===== src/hdl/rcp_pkg.sv =====
// Constants, types and register map of the reset-cause and PLL start-up block.
// Assumes an AHB-Lite master reaching the registers on a 50 MHz hclk.
// How it works
// - PLL fuse zero: system clock is PLL/4
// - Wake delay 1K cycles, 16K for code 11
// - Reset delay 4.1 ms code 01, 65 ms 10
// - Reserved cause bits read zero, ignore writes
// - Watchdog flag set by watchdog, cleared POR/zero
// - Brown-out flag set by brown-out, cleared POR/zero
// - External flag set by external, cleared POR/zero
// - Power-on flag set by POR, cleared zero
package rcp_pkg;

	// Register byte offsets
	localparam logic [7:0] RCP_OFF_CAUSE = 8'h34;
	localparam logic [7:0] RCP_OFF_IRQ_STAT = 8'h38;
	localparam logic [7:0] RCP_OFF_IRQ_MASK = 8'h3c;
	localparam logic [7:0] RCP_OFF_SEQ_STAT = 8'h40;
	localparam logic [7:0] RCP_OFF_CTRL = 8'h44;

	// Reset cause field positions
	localparam int RCP_BIT_POR = 0;
	localparam int RCP_BIT_EXT = 1;
	localparam int RCP_BIT_BOR = 2;
	localparam int RCP_BIT_WDT = 3;
	localparam int RCP_CAUSE_W = 4;

	// Interrupt status field positions
	localparam int RCP_IRQ_DONE = 4;
	localparam int RCP_IRQ_CFG = 5;
	localparam int RCP_IRQ_W = 6;

	// Control register: write one starts a wake delay
	localparam int RCP_CTRL_WAKE = 0;

	// Reset values
	localparam logic [3:0] RCP_CAUSE_RST = 4'h0;
	localparam logic [5:0] RCP_IRQ_RST = 6'h00;

	// Clock option values
	localparam logic [3:0] RCP_SRC_SEL_PLL = 4'h1;
	localparam int RCP_PLL_DIV = 4;
	localparam logic [1:0] RCP_START_LONG = 2'h3;
	localparam logic [1:0] RCP_START_4MS = 2'h1;
	localparam logic [1:0] RCP_START_65MS = 2'h2;

	// Timing: clock rate, cycle counts and delay times
	localparam int RCP_CLK_MHZ = 50;
	localparam int RCP_WAKE_SHORT_CK = 1024;
	localparam int RCP_WAKE_LONG_CK = 16384;
	localparam int RCP_RST_SHORT_US = 4100;
	localparam int RCP_RST_LONG_US = 65000;
	localparam int RCP_RST_SHORT_CYC = RCP_RST_SHORT_US * RCP_CLK_MHZ;
	localparam int RCP_RST_LONG_CYC = RCP_RST_LONG_US * RCP_CLK_MHZ;
	localparam int RCP_MIN_CYC = 1;
	localparam int RCP_CNT_W = 22;

	// Number of synchronised pin inputs
	localparam int RCP_PIN_W = 12;

	// Sequencer states
	typedef enum logic [1:0] {
		RCP_IDLE = 2'b00,
		RCP_RST_DLY = 2'b01,
		RCP_WAKE_DLY = 2'b10
	} rcp_state_t;

	// Reset events, one bit per source
	typedef struct packed {
		logic wdt;
		logic bor;
		logic ext;
		logic por;
	} rcp_evt_t;

	// Fuse straps and wake request after filtering
	typedef struct packed {
		logic wake;
		logic [1:0] start_sel;
		logic [3:0] src_sel;
		logic fuse;
	} rcp_cfg_t;

endpackage


===== src/hdl/rcp_delay_timer.sv =====
// Down counter that times one start-up or reset delay.
// Assumes load is at least one; busy lasts exactly load cycles.
`timescale 1ns/10ps
module rcp_delay_timer #(
	parameter int CW = 22
) (
	input wire logic hclk,
	input wire logic hresetn,
	input wire logic start,
	input wire logic [CW-1:0] load,
	output logic busy,
	output logic done
);
	logic [CW-1:0] cnt;
	logic [CW-1:0] next_cnt;
	logic next_busy;

	// Load on start, else count down while busy
	always_comb begin
		next_cnt = cnt;
		next_busy = busy;
		if (start) begin
			next_cnt = load - {{(CW-1){1'b0}}, 1'b1};
			next_busy = 1'b1;
		end else if (busy) begin
			next_cnt = cnt - {{(CW-1){1'b0}}, 1'b1};
			next_busy = (cnt != '0);
		end
	end

	// Last busy cycle
	assign done = busy && (cnt == '0) && !start;

	always_ff @(posedge hclk or negedge hresetn) begin
		if (!hresetn) begin
			cnt <= '0;
			busy <= 1'b0;
		end else begin
			cnt <= next_cnt;
			busy <= next_busy;
		end
	end
endmodule // rcp_delay_timer


===== src/hdl/rcp_reset_cause.sv =====
// Reset-cause flags, PLL system clock divider and start-up delay sequencer.
// Assumes one AHB-Lite master, fuse straps and reset events as asynchronous pins.
//
// Register access over AHB-Lite is this design's own decision.
`timescale 1ns/10ps
module rcp_reset_cause #(
	parameter int WAKE_LONG_CYC = rcp_pkg::RCP_WAKE_LONG_CK,
	parameter int RST_SHORT_CYC = rcp_pkg::RCP_RST_SHORT_CYC,
	parameter int RST_LONG_CYC = rcp_pkg::RCP_RST_LONG_CYC
) (
	input wire logic hclk,
	input wire logic hresetn,
	input wire logic hsel,
	input wire logic [31:0] haddr,
	input wire logic [1:0] htrans,
	input wire logic hwrite,
	input wire logic [2:0] hsize,
	input wire logic [31:0] hwdata,
	input wire logic hready,
	output logic hreadyout,
	output logic hresp,
	output logic [31:0] hrdata,
	input wire logic pll_sysclk_fuse,
	input wire logic [3:0] clock_source_select,
	input wire logic [1:0] startup_time_select,
	input wire logic wake_request,
	input wire logic [3:0] reset_event,
	output logic fast_pll_clock_div,
	output logic core_hold,
	output logic irq
);
	localparam int CW = rcp_pkg::RCP_CNT_W;
	localparam int PW = rcp_pkg::RCP_PIN_W;

	// Three-flop synchroniser with agreement filter
	logic [PW-1:0] sync1;
	logic [PW-1:0] sync2;
	logic [PW-1:0] sync3;
	logic [PW-1:0] filt;
	logic [PW-1:0] next_filt;
	rcp_pkg::rcp_cfg_t cfg;
	rcp_pkg::rcp_evt_t evt;
	rcp_pkg::rcp_evt_t evt_q;
	rcp_pkg::rcp_evt_t evt_rise;
	logic wake_q;
	logic wake_rise;

	// A bit changes only when second and third stages agree
	always_comb begin
		next_filt = (sync2 & sync3) | (filt & (sync2 ^ sync3));
	end

	always_ff @(posedge hclk or negedge hresetn) begin
		if (!hresetn) begin
			sync1 <= '0;
			sync2 <= '0;
			sync3 <= '0;
			filt <= '0;
			evt_q <= '0;
			wake_q <= 1'b0;
		end else begin
			sync1 <= {wake_request, startup_time_select, clock_source_select, pll_sysclk_fuse, reset_event};
			sync2 <= sync1;
			sync3 <= sync2;
			filt <= next_filt;
			evt_q <= evt;
			wake_q <= cfg.wake;
		end
	end

	// Split filtered pins into events and straps
	assign evt = filt[3:0];
	assign cfg = filt[PW-1:4];
	assign evt_rise = evt & ~evt_q;
	assign wake_rise = cfg.wake & ~wake_q;

	// PLL mode: fuse programmed to zero; a wrong source code in PLL mode is a config error
	logic pll_mode;
	logic cfg_err;
	assign pll_mode = !cfg.fuse;
	assign cfg_err = pll_mode && (cfg.src_sel != rcp_pkg::RCP_SRC_SEL_PLL);

	// Divide the PLL clock by four while PLL mode is selected
	logic [1:0] div_cnt;
	logic [1:0] next_div_cnt;
	logic next_clk_div;
	always_comb begin
		next_div_cnt = pll_mode ? div_cnt + 2'h1 : 2'h0;
		next_clk_div = pll_mode && next_div_cnt[1];
	end

	always_ff @(posedge hclk or negedge hresetn) begin
		if (!hresetn) begin
			div_cnt <= 2'h0;
			fast_pll_clock_div <= 1'b0;
		end else begin
			div_cnt <= next_div_cnt;
			fast_pll_clock_div <= next_clk_div;
		end
	end

	// Bus address phase and register write strobes
	logic acc_ok;
	logic wr_pend;
	logic rd_pend;
	logic [7:0] acc_addr;
	logic next_wr_pend;
	logic next_rd_pend;
	logic [7:0] next_acc_addr;
	logic next_hreadyout;
	logic [31:0] next_hrdata;
	logic ctrl_wake;
	assign acc_ok = hsel && hready && htrans[1];

	// True when a pending write hits the given offset
	function automatic logic wr_hit(input logic pend, input logic [7:0] a, input logic [7:0] off);
		wr_hit = pend && (a == off);
	endfunction

	// State of the sequencer and the flag registers
	rcp_pkg::rcp_state_t state;
	rcp_pkg::rcp_state_t next_state;
	logic [3:0] cause;
	logic [3:0] next_cause;
	logic [5:0] irq_stat;
	logic [5:0] next_irq_stat;
	logic [5:0] irq_mask;
	logic [5:0] next_irq_mask;
	logic cfg_err_q;
	logic tmr_start;
	logic [CW-1:0] tmr_load;
	logic tmr_busy;
	logic tmr_done;

	// Register read multiplexer
	function automatic logic [31:0] rd_mux(input logic [7:0] a);
		rd_mux = 32'h0000_0000;
		if (a == rcp_pkg::RCP_OFF_CAUSE) begin
			rd_mux = {28'h0000000, cause};
		end else if (a == rcp_pkg::RCP_OFF_IRQ_STAT) begin
			rd_mux = {26'h0000000, irq_stat};
		end else if (a == rcp_pkg::RCP_OFF_IRQ_MASK) begin
			rd_mux = {26'h0000000, irq_mask};
		end else if (a == rcp_pkg::RCP_OFF_SEQ_STAT) begin
			rd_mux = {22'h000000, cfg.start_sel, cfg.src_sel, cfg.fuse, cfg_err, state};
		end
	endfunction

	// Writes land in the data phase; reads take one wait state
	always_comb begin
		next_wr_pend = acc_ok && hwrite;
		next_rd_pend = acc_ok && !hwrite;
		next_acc_addr = acc_ok ? haddr[7:0] : acc_addr;
		next_hreadyout = !next_rd_pend;
		next_hrdata = rd_pend ? rd_mux(acc_addr) : hrdata;
	end

	assign ctrl_wake = wr_hit(wr_pend, acc_addr, rcp_pkg::RCP_OFF_CTRL) && hwdata[rcp_pkg::RCP_CTRL_WAKE];

	always_ff @(posedge hclk or negedge hresetn) begin
		if (!hresetn) begin
			wr_pend <= 1'b0;
			rd_pend <= 1'b0;
			acc_addr <= 8'h00;
			hreadyout <= 1'b1;
			hresp <= 1'b0;
			hrdata <= 32'h0000_0000;
		end else begin
			wr_pend <= next_wr_pend;
			rd_pend <= next_rd_pend;
			acc_addr <= next_acc_addr;
			hreadyout <= next_hreadyout;
			hresp <= 1'b0;
			hrdata <= next_hrdata;
		end
	end

	// Reset cause flags: events set, power-on and written zeros clear
	logic [3:0] sw_clr;
	logic [3:0] por_clr;
	always_comb begin
		sw_clr = 4'h0;
		if (wr_hit(wr_pend, acc_addr, rcp_pkg::RCP_OFF_CAUSE)) begin
			sw_clr = ~hwdata[3:0];
		end
		por_clr = evt_rise.por ? 4'he : 4'h0;
		next_cause = (cause & ~sw_clr & ~por_clr) | evt_rise;
	end

	// Delay selection for reset and wake
	always_comb begin
		tmr_load = CW'(rcp_pkg::RCP_MIN_CYC);
		if (evt_rise != 4'h0) begin
			if (cfg.start_sel == rcp_pkg::RCP_START_4MS) begin
				tmr_load = CW'(RST_SHORT_CYC);
			end else if (cfg.start_sel == rcp_pkg::RCP_START_65MS) begin
				tmr_load = CW'(RST_LONG_CYC);
			end
		end else if (cfg.start_sel == rcp_pkg::RCP_START_LONG) begin
			tmr_load = CW'(WAKE_LONG_CYC);
		end else begin
			tmr_load = CW'(rcp_pkg::RCP_WAKE_SHORT_CK);
		end
	end

	// Sequencer: reset events restart, wake only from idle
	always_comb begin
		next_state = state;
		tmr_start = 1'b0;
		case (state)
			rcp_pkg::RCP_IDLE: begin
				if (wake_rise || ctrl_wake) begin
					next_state = rcp_pkg::RCP_WAKE_DLY;
					tmr_start = 1'b1;
				end
			end
			default: begin
				if (tmr_done) begin
					next_state = rcp_pkg::RCP_IDLE;
				end
			end
		endcase
		if (evt_rise != 4'h0) begin
			next_state = rcp_pkg::RCP_RST_DLY;
			tmr_start = 1'b1;
		end
	end

	rcp_delay_timer #(
		.CW(CW)
	) u_timer (
		.hclk(hclk),
		.hresetn(hresetn),
		.start(tmr_start),
		.load(tmr_load),
		.busy(tmr_busy),
		.done(tmr_done)
	);

	// Interrupt flags: set wins over a write-one clear
	logic [5:0] irq_set;
	logic [5:0] irq_clr;
	always_comb begin
		irq_set = {cfg_err && !cfg_err_q, tmr_done, evt_rise};
		irq_clr = wr_hit(wr_pend, acc_addr, rcp_pkg::RCP_OFF_IRQ_STAT) ? hwdata[5:0] : 6'h00;
		next_irq_stat = (irq_stat & ~irq_clr) | irq_set;
		next_irq_mask = wr_hit(wr_pend, acc_addr, rcp_pkg::RCP_OFF_IRQ_MASK) ? hwdata[5:0] : irq_mask;
	end

	always_ff @(posedge hclk or negedge hresetn) begin
		if (!hresetn) begin
			state <= rcp_pkg::RCP_IDLE;
			cause <= rcp_pkg::RCP_CAUSE_RST;
			irq_stat <= rcp_pkg::RCP_IRQ_RST;
			irq_mask <= rcp_pkg::RCP_IRQ_RST;
			cfg_err_q <= 1'b0;
			core_hold <= 1'b0;
			irq <= 1'b0;
		end else begin
			state <= next_state;
			cause <= next_cause;
			irq_stat <= next_irq_stat;
			irq_mask <= next_irq_mask;
			cfg_err_q <= cfg_err;
			core_hold <= (next_state != rcp_pkg::RCP_IDLE);
			irq <= |(next_irq_stat & next_irq_mask);
		end
	end

	// Helper: length of the current hold and its kind
	logic [CW-1:0] hold_cnt;
	logic hold_wake;
	logic [1:0] hold_start_sel;
	always_ff @(posedge hclk or negedge hresetn) begin
		if (!hresetn) begin
			hold_cnt <= '0;
			hold_wake <= 1'b0;
			hold_start_sel <= 2'h0;
		end else begin
			hold_cnt <= tmr_start ? {{(CW-1){1'b0}}, 1'b1} : hold_cnt + {{(CW-1){1'b0}}, 1'b1};
			if (tmr_start) begin
				hold_wake <= (evt_rise == 4'h0);
				hold_start_sel <= cfg.start_sel;
			end
		end
	end

	a_reserved_zero: assert property (@(posedge hclk) disable iff (!hresetn)
		rd_pend && (acc_addr == rcp_pkg::RCP_OFF_CAUSE) |=> hreadyout && (hrdata[31:4] == 28'h0000000))
		else $error("reserved cause bits not zero");
	a_wdt_flag_set: assert property (@(posedge hclk) disable iff (!hresetn)
		evt_rise.wdt |=> cause[rcp_pkg::RCP_BIT_WDT])
		else $error("watchdog flag not set");
	a_bor_flag_set: assert property (@(posedge hclk) disable iff (!hresetn)
		evt_rise.bor |=> cause[rcp_pkg::RCP_BIT_BOR])
		else $error("brown-out flag not set");
	a_ext_flag_set: assert property (@(posedge hclk) disable iff (!hresetn)
		evt_rise.ext |=> cause[rcp_pkg::RCP_BIT_EXT])
		else $error("external flag not set");
	a_por_clears_others: assert property (@(posedge hclk) disable iff (!hresetn)
		evt_rise == 4'h1 |=> cause == 4'h1)
		else $error("power-on did not set only its flag");
	a_one_keeps_flag: assert property (@(posedge hclk) disable iff (!hresetn)
		wr_pend && (acc_addr == rcp_pkg::RCP_OFF_CAUSE) && (hwdata[3:0] == 4'hf) && (evt_rise == 4'h0)
		|=> cause == $past(cause))
		else $error("writing one changed a cause flag");
	a_div_by_four: assert property (@(posedge hclk) disable iff (!hresetn)
		pll_mode && $past(pll_mode) && $rose(fast_pll_clock_div) |=> fast_pll_clock_div ##1 !fast_pll_clock_div)
		else $error("PLL clock not divided by four");
	a_wake_length: assert property (@(posedge hclk) disable iff (!hresetn)
		$fell(core_hold) && hold_wake && (hold_start_sel != rcp_pkg::RCP_START_LONG)
		|-> hold_cnt == CW'(rcp_pkg::RCP_WAKE_SHORT_CK + 1))
		else $error("wake delay length wrong");
	a_rst_length: assert property (@(posedge hclk) disable iff (!hresetn)
		$fell(core_hold) && !hold_wake && (hold_start_sel == rcp_pkg::RCP_START_4MS)
		|-> hold_cnt == CW'(RST_SHORT_CYC + 1))
		else $error("reset delay length wrong");
endmodule // rcp_reset_cause

===== config.mk =====
export PLATFORM = sky130hd
export DESIGN_NAME = rcp_reset_cause
export DESIGN_NICKNAME = d
export VERILOG_FILES = /design/src/hdl/rcp_pkg.sv /design/src/hdl/rcp_delay_timer.sv /design/src/hdl/rcp_reset_cause.sv
export SDC_FILE = /design/constraint.sdc
export NUM_CORES = 1
export LEC_CHECK = 0
export BUFFER_PORTS_ARGS = -buffer_cell sky130_fd_sc_hd__buf_2
export CAP_MARGIN = 20
export CORE_UTILIZATION = 40
export CTS_BUF_LIST = sky130_fd_sc_hd__clkbuf_16
export CTS_CLUSTER_DIAMETER = 40
export DETAILED_ROUTE_END_ITERATION = 7
export PLACE_DENSITY = 0.69
export REMOVE_ABC_BUFFERS = 1
export SLEW_MARGIN = 20
export SYNTH_ARGS = -nofsm -noshare
export SYNTH_HDL_FRONTEND = slang
export SYNTH_SLANG_ARGS = --single-unit
export TNS_END_PERCENT = 50

===== constraint.sdc =====
create_clock -name hclk -period 6.8 [get_ports hclk]
set_input_delay 0 -clock hclk [delete_from_list [all_inputs] [get_ports hclk]]
set_output_delay 0 -clock hclk [all_outputs]
set_load 0.05 [all_outputs]

==> results.py, run 1 <==
metrics = {
    "sta": {
        "worst_pin_slew_ns": 0.9686,
        "setup_violations": 0,
        "rsz0062_at_grt": "false",
        "min_period_ns": 3.670,
        "period_share_pct": 53.97,
        "final_max_slew_viol_count": 0,
        "fmax_ghz": 0.2725,
        "fin_skew_ns": 0.007761,
        "tns_ns": 0,
        "hold_viol": 0,
        "relSlewSlack_pct": 34.83,
    },
    "setup_path": {
        "worstPathArrival_ns": 3.98,
        "max_stage_delay_ns": 0.71,
        "rr_worst_depth": 10,
        "rr_endpoint": "u_timer.cnt[12]",
        "startpoint": "filt[0]",
        "rrSetupSlack_ns": 3.13,
        "slowest_stage": "and3_1",
        "cp.required_ns": 7.11,
        "r2r-start": "filt[0]",
        "crit_chain": "nand2b_1 > and4_1 > and3_1 > nand2_1 > ha_1 > o21ai_1 > a21oi_1 > o21ai_1 > mux2_1 > o21a_1",
        "worst_setup_path_end_kind": "flip-flop",
        "crit_end": "u_timer.cnt[12]",
        "cp-start-kind": "flip-flop",
        "cp_common_cell": "o21ai_1",
        "worstPathMaxFanout": 17,
        "path_class": "flip-flop to flip-flop",
    },
    "synth": {
        "synth_area_leaders": "dfrtp_1 57%, ha_1 3.8%, nand2_1 3.6%",
        "yosys.cell_types.count": 55,
        "synthSimpleGateAreaFrac_pct": 14.89,
        "synth_mux_area_share_pct": 4.217,
        "yosys.area.top_type_share_pct": 56.71,
        "synth_top_family_by_area": "simple AND/OR/NAND/NOR gates",
        "syn_area_sq_um": 5251,
        "synth_fa_ha_area_share_pct": 3.812,
        "async_reset_ff_share_pct": 100.0,
        "synth_xor_area_share_pct": 2.168,
        "postSynthAreaPerCell_sq_um": 11.15,
        "postSynthCellCount": 471,
        "yosys.area.top_type": "dfrtp_1",
        "synth_edf_count": 0,
        "synthFlopType": "dfrtp_1",
        "ys_ff_latch": 120,
        "synth_compound_area_share_pct": 12.32,
        "yosys_warnings": 0,
        "yosysSeqAreaShare_pct": 57.21,
    },
    "placed_design": {
        "finalWeightedCongestion": 0.8227,
        "dp_hpwl_um": 7295,
        "io_buffers": 45,
    },
    "cts": {
        "postCtsHoldBufs": 28,
        "cts_setup_buffers": 0,
        "cts_tree": "built",
        "h-tree-depth": 4,
        "clk_pin_slew_ns": 0.06,
        "ctsResizeCount": 0,
        "numCtsBuffers": 17,
        "clkLatencyLatePin_ns": 0.42,
        "root_buffer": "clkbuf_16",
        "cts_buffer_depth": 2,
        "cts_num_sinks": 120,
    },
    "die": {
        "chipHeight_um": 116.6,
        "io_pins": 123,
        "start_util_pct": 41.28,
        "dieArea_sq_um": 13590,
        "die_w_um": 116.6,
        "fp.coreArea_sq_um": 12720,
        "rows": 41,
    },
    "grt": {
        "antenna_found_initial": 0,
        "grt_pass1_wl_um": 18600,
        "grt_use_total_pct": 18.32,
        "grt_max_degree": 73,
        "overflow": 0,
        "grt_pass1_vias": 3852,
    },
    "route": {
        "dr.pass1.iters": 6,
        "wire_per_inst_um": 15.15,
        "drt_iter0_drc": 272,
        "avgViaCountPerCell": 5.243,
        "antenna_left": 0,
        "drc": 0,
        "routed_wl_um": 11120,
        "routed-via-count": 3848,
    },
    "cells_and_area": {
        "regArea_sq_um": 3004,
        "layout_commonest_cell": "dfrtp_1",
        "fillCellCount": 1106,
        "layout_common_cells": "119 x dfrtp_1, 50 x nand2_1, 44 x buf_2",
        "insertedDiodeCount": 0,
        "nets": 652,
        "post-route-util_pct": 51.05,
        "drive_gt1_share_pct": 18.33,
        "multi_input_area_sq_um": 2057,
        "areaGrowthSynthToFinish_pct": 23.68,
    },
    "power": {
        "p_per_area_nw_per_um2": 353.6,
        "leakage_uw": 0.002946,
        "ir_worst_vdd_v": 0.0002142,
    },
    "hold_path": {
        "hp-class": "input port to async pin",
    },
    "run": {
        "drv_cap": 0,
    },
    "run_status": {
        "status": "finished, final reports clean",
    },
}
[worst max-delay path: cells and delay by family, from the launching register on]
kind / cells / cell delay, ns
compound gates: 4 / 0.76
fa+ha+maj: 1 / 0.33
flops: 1 / 0.39
mux: 1 / 0.34
simple gates: 4 / 1.72
[state kept, by name, indices dropped and copies added (netlist names), 8 cells and up]
signal	cells
acc_addr	8
filt	12
hrdata	10
sync1	12
sync2	12
sync3	12
u_timer.cnt	22
[synth_stat cells, drive strengths merged, types with 2 or more instances]
cell,n
o21ai,24
nand4,7
inv,13
mux2i,3
nor2,35
nand2,50
a311oi,2
buf,27
and3,4
nand2b,7
dfrtp,119
mux2,17
a31oi,9
clkbuf,10
o311ai,2
xnor2,6
nor3,11
nand3,12
nor4,9
nand3b,3
a21o,12
o21a,2
ha,16
and2,4
xor2,7
o22ai,2
a211oi,4
or3,2
a22oi,4
a21oi,18
o211ai,3
a21boi,2
nor4b,2
a222oi,6
or4,3
[worst min-delay path by stage]
stage	cells past startpoint	slack, ns	endpoint	start
global route	3	0.17	wr_pend	htrans[1]
detailed placement	1	0.07	sync3[0]	hresetn
global placement	1	0.06	sync3[1]	hresetn
floorplan	0	-0.30	acc_addr[0]	hresetn
finish	2	0.14	sync3[0]	hresetn
CTS	3	0.14	wr_pend	htrans[1]
[power breakdown]
group / internal (uW) / switching (uW) / leakage [uW]
combinational: 160 / 261 / 0.00122
clock: 650 / 328 / 0.000306
sequential: 808 / 89.7 / 0.00142
[through the flow]
stage	std cells	setup WS (ns)	hold WS, ns	power, uW	instance area (sq um)
floorplan	456	3.860	-0.2956	1195	5104
global placement	675	3.239	0.05784	1295	5562
detailed placement	675	3.210	0.06741	1312	5562
CTS	734	3.187	0.1402	2309	6489
global route	734	2.894	0.1716	2401	6495
finish	734	3.130	0.1353	2297	6495
[cell type report]
| cell class | instances | area share, % |
|---|---|---|
| clock buffer | 17 | 6.550 |
| clock inverter | 14 | 3.410 |
| inverter | 13 | 0.7513 |
| multi-input combinational | 323 | 31.67 |
| sequential | 120 | 46.25 |
| tap | 172 | 3.313 |
| timing repair buffer | 75 | 8.052 |
[metal layers]
layer  wire length [um]  part of all wire (%)  track usage [%]
met1               4789                    43            22.90
met3                752                   6.8            5.241
met4                244                   2.2            10.21
met2               5337                    48            28.68
met5                  0                     0                0
[kinds of logic (layout without fill, tap and decap cells)]
group | after synthesis | in the layout
and+or+nand+nor | 153 | 153
adders and majority gates | 16 | 16
other | 1 | 23
DFF | 120 | 120
xor gates and xnor gates | 13 | 13
AOI/OAI and AO/OA | 98 | 98
muxes | 20 | 20
buffers and inverters | 50 | 119
Power figures use the tool's default switching activity.
==> run 2, diff against run 1 <==
ABC_AREA = 1   (was unset)
clock period = 3.81 ns   (was 6.8 ns; I/O delays follow)
==> results.py, run 2 <==
metrics = {
    "sta": {
        "fin_skew_ns": 0.01277,
        "worst_pin_slew_ns": 0.8478,
        "setup_violations": 0,
        "setup_slack_ns": 1.231,
        "fmax_ghz": 0.3877,
        "tns_ns": 0,
        "final_max_slew_viol_count": 0,
        "relSlewSlack_pct": 43.48,
        "rsz0062_at_grt": "false",
        "min_period_ns": 2.579,
        "period_share_pct": 67.70,
        "worst_hold_slack_ns": 0.2065,
        "hold_viol": 0,
    },
    "die": {
        "dieArea_sq_um": 14200,
        "io_pins": 123,
        "fp.coreArea_sq_um": 13300,
        "die_w_um": 119.1,
        "rows": 42,
        "chipHeight_um": 119.1,
        "start_util_pct": 41.29,
    },
    "route": {
        "drt_iter0_drc": 280,
        "dr.pass1.iters": 5,
        "routed_wl_um": 11560,
        "antenna_left": 0,
        "wire_per_inst_um": 13.35,
        "drc": 0,
        "avgViaCountPerCell": 4.887,
        "routed-via-count": 4232,
    },
    "cts": {
        "postCtsHoldBufs": 28,
        "ctsResizeCount": 0,
        "cts_setup_buffers": 0,
        "clk_pin_slew_ns": 0.06,
        "clkLatencyLatePin_ns": 0.42,
        "numCtsBuffers": 17,
        "cts_buffer_depth": 2,
        "cts_tree": "built",
        "root_buffer": "clkbuf_16",
        "cts_num_sinks": 120,
        "h-tree-depth": 4,
    },
    "cells_and_area": {
        "largest-register": "u_timer.cnt",
        "layout_commonest_cell": "nand2_1",
        "fillCellCount": 1192,
        "areaGrowthSynthToFinish_pct": 21.61,
        "nets": 780,
        "instances_no_fill": 866,
        "regArea_sq_um": 3004,
        "layout_common_cells": "121 x nand2_1, 119 x dfrtp_1, 65 x inv_1",
        "drive_gt1_share_pct": 17.68,
        "largest_reg_flops": 22,
        "insertedDiodeCount": 0,
        "multi_input_area_sq_um": 2052,
    },
    "grt": {
        "grt_pass1_wl_um": 19880,
        "grt_use_total_pct": 18.10,
        "antenna_found_initial": 0,
        "grt_max_degree": 69,
        "overflow": 0,
        "grt_pass1_vias": 4188,
    },
    "setup_path": {
        "worstPathMaxFanout": 20,
        "cp-start-kind": "flip-flop",
        "path_class": "flip-flop to flip-flop",
        "worstPathArrival_ns": 2.87,
        "cp.required_ns": 4.10,
        "worst_setup_path_end_kind": "flip-flop",
    },
    "synth": {
        "syn_area_sq_um": 5489,
        "postSynthAreaPerCell_sq_um": 9.272,
        "ys_ff_latch": 120,
        "async_reset_ff_share_pct": 100.0,
        "synth_commonest_cells": "121 x nand2_1, 119 x dfrtp_1, 65 x inv_1, 45 x nor2_1, 43 x nand3_1",
        "yosys_warnings": 0,
        "yosys.area.top_type": "dfrtp_1",
        "yosys.area.top_type_share_pct": 54.25,
        "yosys.cell_types.count": 45,
        "yosysMostFrequentCell": "nand2_1",
        "postSynthCellCount": 592,
        "synth_area_leaders": "dfrtp_1 54%, nand2_1 8.3%, inv_1 4.4%",
        "synthFlopType": "dfrtp_1",
        "synth_edf_count": 0,
        "yosysSeqAreaShare_pct": 54.73,
    },
    "run": {
        "drv_cap": 0,
    },
    "placed_design": {
        "dp_slack_ns": 1.260,
        "finalWeightedCongestion": 0.9090,
        "placedCellCount": 807,
        "dp_hpwl_um": 7861,
        "io_buffers": 45,
    },
    "run_status": {
        "status": "finished, final reports clean",
    },
    "hold_path": {
        "hp-class": "input port to async pin",
    },
    "power": {
        "leakage_uw": 0.003446,
        "ir_worst_vdd_v": 0.0003688,
        "p_per_area_nw_per_um2": 591.6,
        "p_total_uw": 3949,
    },
}
==> run 2: cell count changes after synthesis, sizes merged, moves of 7 or more <==
cell,before,now
inv,13,73
nand2,50,132
nand3,12,46
nor4,9,1
o21ai,24,43
mux2,17,2
nor3,11,4
nor2,35,59
a31oi,9,0
==> run 2: cell families (layout without fill, tap and decap cells) <==
logic type      after synthesis  count (layout)  share of synthesized area [%]
compound gates               83              83                          8.845
xor+xnor                      6               6                         0.9575
fa+ha+maj                    16              16                          3.647
buf+inv                     107             183                          9.391
flops                       120             120                          54.73
mux                           2               2                         0.4103
other cells                   1              23                        0.06832
simple gates                257             257                          21.95
==> run 2: through the flow <==
stage          util, %  area, sq um
5_1_grt          50.21         6675
6_report         50.21         6675
3_3_place_gp     43.77         5819
3_5_place_dp     43.77         5819
2_1_floorplan        -         5334
4_1_cts          50.21         6675
==> run 2: report_power, final <==
group	switching, uW	total [uW]	internal [uW]
combinational	592	871	279
clock	583	1540	961
sequential	97.0	1530	1440
==> run 2: worst paths after layout <==
kind	start	to	slack (ns)	cells past startpoint
min in group hclk	htrans[1]	wr_pend	0.21	3
max in group asynchronous	hresetn	u_timer.cnt[16]	2.66	3
worst max-delay path	filt[0]	u_timer.cnt[12]	1.23	18
worst max register to register	filt[0]	u_timer.cnt[12]	1.23	18
worst min-delay path	hresetn	cfg_err_q	0.21	2
worst min register to register	sync1[5]	sync2[5]	0.34	0
==> run 2: routing by layer <==
| metal | wire (um) | part of all wire (%) | track usage, % | up-vias |
|---|---|---|---|---|
| li1 | - | - | - | 2046 |
| met3 | 680 | 5.9 | 4.885 | 20 |
| met1 | 5199 | 45 | 23.18 | 2015 |
| met4 | 194 | 1.7 | 7.516 | 0 |
| met2 | 5487 | 47 | 28.92 | 151 |
| met5 | 0 | 0 | 0 | - |
==> run 2: final cells by class <==
cell class	instances	share of cell area [%]
multi-input cells	387	30.74
clock inverters	14	2.249
clock buffers	17	6.373
inverters	74	4.161
flip-flops and latches	120	45.00
well taps	176	3.299
repair buffers	78	8.172
==> run 2: worst max-delay path: stages, from the launching register on <==
cell	delay [ns]
dfrtp_1	0.36
inv_1	0.04
or2_4	0.25
nand2_1	0.09
nor2_2	0.03
buf_4	0.21
inv_2	0.15
nand2_1	0.14
o21ai_2	0.15
ha_1	0.23
nand2_1	0.07
nor2_1	0.12
nand2_2	0.13
nor2_4	0.19
nand2_1	0.07
nand2_1	0.06
nand2_1	0.05
nand2_1	0.05
o21ai_1	0.06
